===== config.mk =====
export PLATFORM = sky130hd
export DESIGN_NAME = pcs_core
export DESIGN_NICKNAME = d
export VERILOG_FILES = /design/src/design/pcs_core.v
export VERILOG_INCLUDE_DIRS = /design/src /design/src/common
export SDC_FILE = /design/constraint.sdc
export NUM_CORES = 2
export LEC_CHECK = 0
export BUFFER_PORTS_ARGS = -buffer_cell sky130_fd_sc_hd__buf_2
export CORE_MARGIN = 2
export CORE_UTILIZATION = 40
export DETAILED_ROUTE_END_ITERATION = 10
export SYNTH_ARGS = -nofsm -noshare
export SYNTH_HDL_FRONTEND = slang
export SYNTH_MEMORY_MAX_BITS = 65536
export SYNTH_SLANG_ARGS = --single-unit
export TNS_END_PERCENT = 20

===== constraint.sdc =====
create_clock -name clk_sys -period 2.9 [get_ports clk_sys]
set_clock_uncertainty 0.1 [all_clocks]
set_input_delay 0 -clock clk_sys [delete_from_list [all_inputs] [get_ports clk_sys]]
set_output_delay 0 -clock clk_sys [all_outputs]
set_load 0.005 [all_outputs]

===== src/common/pcs_defines.vh =====
`ifndef PCS_DEFINES_VH
`define PCS_DEFINES_VH

// Register indices; byte address is four times the index
`define PCS_IDX_IND_PORT 8'h00
`define PCS_IDX_PC_LOW 8'h02
`define PCS_IDX_BANK 8'h03
`define PCS_IDX_POINTER 8'h04
`define PCS_IDX_PC_LATCH 8'h0A
`define PCS_IDX_PERIPH_FLAG 8'h0C
`define PCS_IDX_RESET_CAUSE 8'h8E

// Widths
`define PCS_PC_W 13
`define PCS_STACK_DEPTH 8
`define PCS_SP_W 3
`define PCS_DATA_AW 9
`define PCS_DATA_DEPTH 512

// Peripheral flag register fields
`define PCS_PF_PORT_BIT 7
`define PCS_PF_CMP_BIT 6

// Reset cause register fields
`define PCS_RC_PARITY_EN_BIT 7
`define PCS_RC_PARITY_BIT 2
`define PCS_RC_POWERON_BIT 1
`define PCS_RC_BROWNOUT_BIT 0

// Bank select register field
`define PCS_BANK_BIT 7

// Program counter high latch fields
`define PCS_LATCH_W 5
`define PCS_LATCH_PAGE_BIT 3
`define PCS_LATCH_UNUSED_BIT 4
`define PCS_GOTO_W 11

// Reset values
`define PCS_PC_RESET 13'h0000
`define PCS_BYTE_ZERO 8'h00
`define PCS_LATCH_RESET 5'h00
`define PCS_SP_RESET 3'h0
`define PCS_SP_ONE 3'h1
`define PCS_PC_ONE 13'h0001
`define PCS_WORD_ZERO 32'h0000_0000

// Indirect port seen through the pointer (low seven bits)
`define PCS_IND_SELF 7'h00

// Interrupt vector
`define PCS_IRQ_VECTOR 13'h0004

`endif


===== src/design/pcs_core.v =====
// Implementation choice: the APB register port.
`timescale 1ns/1ns
`include "pcs_defines.vh"

module pcs_core (
   // Clock and reset
   input wire clk_sys,
   input wire rst,
   // APB slave
   input wire psel,
   input wire penable,
   input wire pwrite,
   input wire [31:0] paddr,
   input wire [31:0] pwdata,
   output wire pready,
   output wire pslverr,
   output reg [31:0] prdata,
   // Device reset causes, one-cycle pulses
   input wire poweron_rst_evt,
   input wire brownout_rst_evt,
   input wire parity_rst_evt,
   // Configuration word bits
   input wire parity_check_fuse,
   input wire brownout_detect_fuse,
   // Peripheral events
   input wire port_transfer_evt,
   input wire [1:0] cmp_out,
   // Instruction decoder requests
   input wire fetch_inc,
   input wire call_en,
   input wire goto_en,
   input wire [10:0] branch_target,
   input wire return_en,
   input wire irq_vector_en,
   input wire pc_low_load,
   input wire [7:0] pc_low_data,
   // Program counter and indirect address
   output wire [12:0] pc,
   output wire [8:0] ind_addr
);

   // State
   reg [`PCS_PC_W-1:0] pc_r;
   reg [`PCS_LATCH_W-1:0] pc_high_latch_r;
   reg [7:0] pointer_r;
   reg bank_r;
   reg [`PCS_PC_W-1:0] stack_mem [0:`PCS_STACK_DEPTH-1];
   reg [`PCS_SP_W-1:0] sp_r;
   reg [7:0] data_mem [0:`PCS_DATA_DEPTH-1];
   reg port_transfer_flag_r;
   reg compare_change_flag_r;
   reg [1:0] cmp_prev_r;
   reg cmp_valid_r;
   reg parity_status_r;
   reg poweron_status_r;
   reg brownout_reset_status_r;

   // Combinational next values
   reg [`PCS_PC_W-1:0] pc_nxt;
   reg [`PCS_SP_W-1:0] sp_nxt;
   reg push;
   reg port_transfer_flag_nxt;
   reg compare_change_flag_nxt;
   reg parity_status_nxt;
   reg poweron_status_nxt;
   reg brownout_reset_status_nxt;
   reg [31:0] prdata_nxt;

   // Decode and datapath nets
   wire [7:0] idx;
   wire wr_acc;
   wire rd_setup;
   wire mapped;
   wire any_reset;
   wire ind_self;
   wire cmp_change;
   wire [7:0] ind_rdata;
   wire [`PCS_LATCH_W-1:0] latch_up;
   wire [`PCS_PC_W-1:0] branch_dest;
   wire wr_ind_port;
   wire wr_pc_low;
   wire wr_bank;
   wire wr_pointer;
   wire wr_pc_latch;
   wire wr_flags;
   wire wr_cause;

   // Upper PC bits from the latch; the top latch bit never reaches the PC
   function [4:0] latch_upper;
      input [`PCS_LATCH_W-1:0] latch;
      begin
         latch_upper = {1'b0, latch[`PCS_LATCH_W-2:0]};
      end
   endfunction

   // Register index from a byte address
   function [7:0] reg_index;
      input [31:0] addr;
      begin
         reg_index = addr[9:2];
      end
   endfunction

   // Register index decode
   function is_mapped;
      input [7:0] i;
      begin
         case (i)
            `PCS_IDX_IND_PORT, `PCS_IDX_PC_LOW, `PCS_IDX_BANK,
            `PCS_IDX_POINTER, `PCS_IDX_PC_LATCH,
            `PCS_IDX_PERIPH_FLAG, `PCS_IDX_RESET_CAUSE: is_mapped = 1'b1;
            default: is_mapped = 1'b0;
         endcase
      end
   endfunction

   // Word-aligned addresses inside the decoded window only
   function addr_ok;
      input [31:0] addr;
      begin
         addr_ok = (addr[31:10] == 22'h000000) && (addr[1:0] == 2'h0);
      end
   endfunction

   // Write strobe for one register index
   function reg_hit;
      input [7:0] i;
      input [7:0] target;
      input strobe;
      begin
         reg_hit = strobe && (i == target);
      end
   endfunction

   // APB: zero wait states, error on unmapped or unaligned word
   assign idx = reg_index(paddr);
   assign mapped = is_mapped(idx) && addr_ok(paddr);
   assign pready = 1'b1;
   assign pslverr = psel & penable & ~mapped;
   assign wr_acc = psel & penable & pwrite & mapped;

   // Read data is captured in the setup cycle so access needs no wait
   assign rd_setup = psel & ~penable & ~pwrite;

   // Per-register write strobes, access phase only
   assign wr_ind_port = reg_hit(idx, `PCS_IDX_IND_PORT, wr_acc);
   assign wr_pc_low = reg_hit(idx, `PCS_IDX_PC_LOW, wr_acc);
   assign wr_bank = reg_hit(idx, `PCS_IDX_BANK, wr_acc);
   assign wr_pointer = reg_hit(idx, `PCS_IDX_POINTER, wr_acc);
   assign wr_pc_latch = reg_hit(idx, `PCS_IDX_PC_LATCH, wr_acc);
   assign wr_flags = reg_hit(idx, `PCS_IDX_PERIPH_FLAG, wr_acc);
   assign wr_cause = reg_hit(idx, `PCS_IDX_RESET_CAUSE, wr_acc);

   // Any device reset source
   assign any_reset = rst | poweron_rst_evt | brownout_rst_evt | parity_rst_evt;

   // Indirect address and self-reference check
   assign ind_addr = {bank_r, pointer_r};
   assign ind_self = (pointer_r[6:0] == `PCS_IND_SELF);
   assign ind_rdata = ind_self ? `PCS_BYTE_ZERO : data_mem[ind_addr];

   assign pc = pc_r;

   // Upper PC bits as the latch presents them
   assign latch_up = latch_upper(pc_high_latch_r);

   // Call and jump target: page from the latch, low bits from the opcode
   assign branch_dest = {latch_up[`PCS_LATCH_W-1:`PCS_LATCH_PAGE_BIT], branch_target};

   // Comparator change detect, armed after first sample
   assign cmp_change = cmp_valid_r & (cmp_out != cmp_prev_r);

   // Next PC and stack pointer
   always @* begin
      pc_nxt = pc_r;
      sp_nxt = sp_r;
      push = 1'b0;
      if (irq_vector_en) begin
         push = 1'b1;
         sp_nxt = sp_r + `PCS_SP_ONE;
         pc_nxt = `PCS_IRQ_VECTOR;
      end else if (call_en) begin
         push = 1'b1;
         sp_nxt = sp_r + `PCS_SP_ONE;
         pc_nxt = branch_dest;
      end else if (goto_en) begin
         pc_nxt = branch_dest;
      end else if (return_en) begin
         sp_nxt = sp_r - `PCS_SP_ONE;
         pc_nxt = stack_mem[sp_r - `PCS_SP_ONE];
      end else if (pc_low_load) begin
         pc_nxt = {latch_up, pc_low_data};
      end else if (wr_pc_low) begin
         pc_nxt = {latch_up, pwdata[7:0]};
      end else if (fetch_inc) begin
         pc_nxt = pc_r + `PCS_PC_ONE;
      end
   end

   // Program counter and stack
   always @(posedge clk_sys) begin
      if (any_reset) begin
         pc_r <= `PCS_PC_RESET;
         sp_r <= `PCS_SP_RESET;
      end else begin
         pc_r <= pc_nxt;
         sp_r <= sp_nxt;
      end
   end

   // Stack storage holds the full PC; no reset needed
   always @(posedge clk_sys) begin
      if (!any_reset && push) begin
         stack_mem[sp_r] <= pc_r;
      end
   end

   // High latch; only a software write changes it, never a push or pop
   always @(posedge clk_sys) begin
      if (any_reset) begin
         pc_high_latch_r <= `PCS_LATCH_RESET;
      end else if (wr_pc_latch) begin
         pc_high_latch_r <= pwdata[`PCS_LATCH_W-1:0];
      end
   end

   // Indirect pointer
   always @(posedge clk_sys) begin
      if (any_reset) begin
         pointer_r <= `PCS_BYTE_ZERO;
      end else if (wr_pointer) begin
         pointer_r <= pwdata[7:0];
      end
   end

   // Indirect bank bit
   always @(posedge clk_sys) begin
      if (any_reset) begin
         bank_r <= 1'b0;
      end else if (wr_bank) begin
         bank_r <= pwdata[`PCS_BANK_BIT];
      end
   end

   // Data store reached only through the indirect port
   always @(posedge clk_sys) begin
      if (wr_ind_port && !ind_self) begin
         data_mem[ind_addr] <= pwdata[7:0];
      end
   end

   // Comparator history
   always @(posedge clk_sys) begin
      if (rst) begin
         cmp_prev_r <= 2'h0;
         cmp_valid_r <= 1'b0;
      end else begin
         cmp_prev_r <= cmp_out;
         cmp_valid_r <= 1'b1;
      end
   end

   // Flag next values: an event sets, a write loads, set wins a clash
   always @* begin
      port_transfer_flag_nxt = port_transfer_flag_r | port_transfer_evt;
      compare_change_flag_nxt = compare_change_flag_r | cmp_change;
      if (wr_flags) begin
         port_transfer_flag_nxt = pwdata[`PCS_PF_PORT_BIT] | port_transfer_evt;
         compare_change_flag_nxt = pwdata[`PCS_PF_CMP_BIT] | cmp_change;
      end
   end

   // Peripheral flag registers, no enable gating
   always @(posedge clk_sys) begin
      if (rst) begin
         port_transfer_flag_r <= 1'b0;
         compare_change_flag_r <= 1'b0;
      end else begin
         port_transfer_flag_r <= port_transfer_flag_nxt;
         compare_change_flag_r <= compare_change_flag_nxt;
      end
   end

   // Reset cause next values: a reset event beats a software write; a brownout event only with brownout_detect_fuse set
   always @* begin
      parity_status_nxt = parity_status_r;
      poweron_status_nxt = poweron_status_r;
      brownout_reset_status_nxt = brownout_reset_status_r;
      if (wr_cause) begin
         parity_status_nxt = pwdata[`PCS_RC_PARITY_BIT];
         poweron_status_nxt = pwdata[`PCS_RC_POWERON_BIT];
         brownout_reset_status_nxt = pwdata[`PCS_RC_BROWNOUT_BIT];
      end
      if (parity_rst_evt) begin
         parity_status_nxt = 1'b0;
      end
      if (poweron_rst_evt) begin
         poweron_status_nxt = 1'b0;
         brownout_reset_status_nxt = brownout_reset_status_r;
      end
      if (brownout_rst_evt && brownout_detect_fuse) begin
         brownout_reset_status_nxt = 1'b0;
      end
   end

   // Reset cause registers; a plain reset counts as power-on
   always @(posedge clk_sys) begin
      if (rst) begin
         parity_status_r <= 1'b1;
         poweron_status_r <= 1'b0;
         brownout_reset_status_r <= 1'b0;
      end else begin
         parity_status_r <= parity_status_nxt;
         poweron_status_r <= poweron_status_nxt;
         brownout_reset_status_r <= brownout_reset_status_nxt;
      end
   end

   // Read data mux; unimplemented bits read zero
   always @* begin
      prdata_nxt = `PCS_WORD_ZERO;
      case (idx)
         `PCS_IDX_IND_PORT: prdata_nxt[7:0] = ind_rdata;
         `PCS_IDX_PC_LOW: prdata_nxt[7:0] = pc_r[7:0];
         `PCS_IDX_BANK: prdata_nxt[`PCS_BANK_BIT] = bank_r;
         `PCS_IDX_POINTER: prdata_nxt[7:0] = pointer_r;
         `PCS_IDX_PC_LATCH: prdata_nxt[`PCS_LATCH_W-1:0] = pc_high_latch_r;
         `PCS_IDX_PERIPH_FLAG: begin
            prdata_nxt[`PCS_PF_PORT_BIT] = port_transfer_flag_r;
            prdata_nxt[`PCS_PF_CMP_BIT] = compare_change_flag_r;
         end
         `PCS_IDX_RESET_CAUSE: begin
            prdata_nxt[`PCS_RC_PARITY_EN_BIT] = parity_check_fuse;
            prdata_nxt[`PCS_RC_PARITY_BIT] = parity_status_r;
            prdata_nxt[`PCS_RC_POWERON_BIT] = poweron_status_r;
            prdata_nxt[`PCS_RC_BROWNOUT_BIT] = brownout_reset_status_r;
         end
         default: prdata_nxt = `PCS_WORD_ZERO;
      endcase
   end

   // Read data, registered at the setup edge and held through access
   always @(posedge clk_sys) begin
      if (rst) begin
         prdata <= `PCS_WORD_ZERO;
      end else if (rd_setup) begin
         prdata <= prdata_nxt;
      end
   end

endmodule // pcs_core


==> results.md <==
- Post-synth EDFFs: between 4000 and 5000
- Setup Crit Path Kind: register to register
- Startpoint Class: register
- Initial drt markers: between 10000 and 15000
- Num CTS Buffers: around 420
- Outcome: finished, violations left
- Die Span X: between 600 and 700 microns
- Antenna Nets Post-Route: 0
- Cells after Synth: 8042
- Slowest stage cell, crit path: and2_4
- Core Util, Final: between 50% and 60%
- RSZ-0062 raised after global routing: yes
- Number of cell rows: between 200 and 250
- Distinct cells, synth: 89
- Placed cells: 15200
- Crit. End Element: register
- Reg clk slew, reported paths: ~70 ps
- Sw Ratio: between 20% and 30%
- Flops & latches, synth: ~4200
- GR peak layer: met2
- Initial Util: 40.2%
- Async set or reset register ratio after synthesis: 0%
- Most frequent cells in the layout: edfxtp_1, buf_4, mux4_2
- Post-synthesis sequential area ratio: 76.4%
- Clock sinks: 4246
- Crit path required time: 3690 ps
- Most Frequent Cell on Critical Path: buf_4
- Via density: 5.89
- Count of non-filler cells in the finished layout: 16200
- Most used flip-flop cell after synthesis: edfxtp_1
- GRT Util Overall: between 20 and 30%
- Avg Synthesized Cell Area: between 20 and 25 sq um
- Final WL: roughly 550000 microns
- Ratio of cells with drive above 1 in the final layout: approximately two fifths
- Routing usage on met3: between 5 and 6%
- Setup crit start: pointer_r[2]
- Worst Tran Pin Value: ~1300 ps
- Crit path max-delay family: compound AO/OA/AOI/OAI gates
- CTS Root Cell: clkbuf_16
- Post-route cell area: ~0.21 sq mm
- Max-capacitance violation count: 0
- GPL Wtd Cong: between 0.9 and 1
- First-pass GRT wire length: between 700000 and 800000 microns
- Post-DP Area: approximately 0.19 sq mm
- Pwr/cell area: ~590 mW/mm^2
- Die area: around 0.42 sq mm
- Final setup viols: about 2500
- Final hold violation count: 0
- Worst path cell trace: buf_4, and2_4, buf_4, buf_4, a22oi_1, a21oi_1, buf_4, nor4_1, o32ai_1, nor4_2, a2111oi_1
- Worst slew margin: 10.4%
- CP peak stage delay: about 470 ps
- CTS tree: yes
- Vias in the first global route: 94200
- DRC: 0
- Worst skew pair latency: 1010 ps
- Commonest non-fill, non-tap cell in the layout: edfxtp_1
- DP Worst Slack: -1480 ps
- Final WS setup: -622 ps
- F_max: around 280 MHz
- Initial antenna violation count: 40
- Total power: between 100 and 150 mW
- Die Span Y: between 600 and 700 microns
- Combinational share of power: 1.5%
- DR vias: between 90000 and 100k
- Final Hold Slack: roughly 43 ps
- H-tree depth: 5
- YS warnings: 0
- GR Util met2: 40.4%
- Crit path max fanout: 8
- Clk network pwr share: between 40 and 50%
- Worst hold path startpoint: paddr[6]
- Max clock buf depth: 4
- Average wire per standard cell: 34.2 microns
- Net Sw Power: 25.3 mW
- Failing checks: setup timing
- Dpl hpwl: around 380000 microns
- Crit path DAT: 4310 ps
- Flop pwr share: 54.1%
- IO buf count: between 100 and 150
- Internal Power: just under 100 mW
- Overflow left after global routing: 0
- Post-synthesis instance area: between 0.15 and 0.2 sq mm
- Min-Delay Path Class: input port to register
- Max-slew violation count: 0
- Met1 global-route usage: between 30% and 40%
- Setup TNS: -191350 ps
- NumNets Final: 10500
- Worst Path Buf+Inv: 4
- Peak VDD IR: roughly 0.00051 V
- Static Leak: slightly below 70 nW
- Fin crit share: 121%
- Drt first pass iters: 6
- FF-to-FF Start: pointer_r[2]
- Area grow syn2layout: 26.7%
- Fillcell total: around 33000
- Core area: 0.413 sq mm
- Top-level I/O count: between 150 and 200
- Min cycle time layout: ~3500 ps
- Pin count of the biggest net entering global routing: 129
sequential cells by signal, summed over array words and instances, names as in the netlist, 2 cells and up:
signal	flops
data_mem	4096
pc_high_latch_r	5
pointer_r	8
sp_r	3
pc	13
prdata	8
cmp_prev_r	2
stack_mem	104
worst reg2reg max path, stage by stage (launching register included):
cell and delay (ps):
dfxtp_4 460, buf_4 280, and2_4 480, buf_4 320
buf_4 240, a22oi_1 110, a21oi_1 250, buf_4 230
nor4_1 70, o32ai_1 390, nor4_2 110, a2111oi_1 370
Yosys cell counts (71+ instances only):
| cell | count | area share [%] |
|---|---|---|
| clkbuf_1 | 173 | 0.39 |
| buf_4 | 123 | 0.56 |
| mux2i_1 | 390 | 2.3 |
| buf_2 | 155 | 0.47 |
| o22ai_1 | 71 | 0.27 |
| a21oi_1 | 132 | 0.40 |
| nand3_1 | 78 | 0.23 |
| nor2_1 | 629 | 1.4 |
| a22oi_1 | 167 | 0.75 |
| o21ai_0 | 95 | 0.29 |
| nand2_1 | 211 | 0.48 |
| edfxtp_1 | 4200 | 76 |
| mux4_2 | 962 | 13 |
cell families after synthesis:
family          synth area share, %
flops                          76.4
mux                            15.6
simple gates                   3.07
compound gates                 2.94
buf+inv                        1.86
xor+xnor                     0.0791
fa+ha+maj                    0.0226
other cells                 0.00452
layer usage:
metal | routed length [microns] | share of wire, % | up-vias
met5 | 104 | 0.019 | -
met4 | 28000 | 5.1 | 16
met3 | 59700 | 11 | 1029
met2 | 255000 | 46 | 5760
met1 | 212000 | 38 | 50700
li1 | - | - | 38200
final cells by class:
type                            instances  area [sq um]  share of cell area (%)
Inverter                               14          72.6                  0.0345
Multi-Input combinational cell       3312         38800                    18.5
Sequential cell                      4246        127000                    60.4
Tap cell                             5474          6850                    3.25
Clock buffer                          511         11000                    5.24
Antenna cell                           23          57.6                  0.0273
Clock inverter                        281          2940                    1.39
Timing Repair Buffer                 2372         23600                    11.2
path summary, 6_finish.rpt:
kind	endpoint	slack, ps	cells past startpoint
setup / recovery	prdata[1]	-620	11
hold / removal	prdata[6]	40	7
setup reg to reg	prdata[1]	-620	11
hold reg to reg	pc_high_latch_r[4]	400	2
power groups by stage:
stage	registers (mW)	clock network [mW]	logic, mW
finish	67.4	55.4	1.90
CTS	67.4	56.0	1.86
global placement	68.7	0	1.64
floorplan	68.8	0	0.248
global route	67.4	58.2	1.99
detailed placement	68.7	0	1.73
what timing repair did:
action	4_1_cts	5_1_grt
setup buffers	45	24
cloned	12	7
hold buffers	127	4
gates resized for setup	224	255
pin swaps	26	52
endpoints found under the hold margin	3998	7
setup endpoints to repair	4065	4021
No activity file was read; power rests on OpenSTA's default activity.
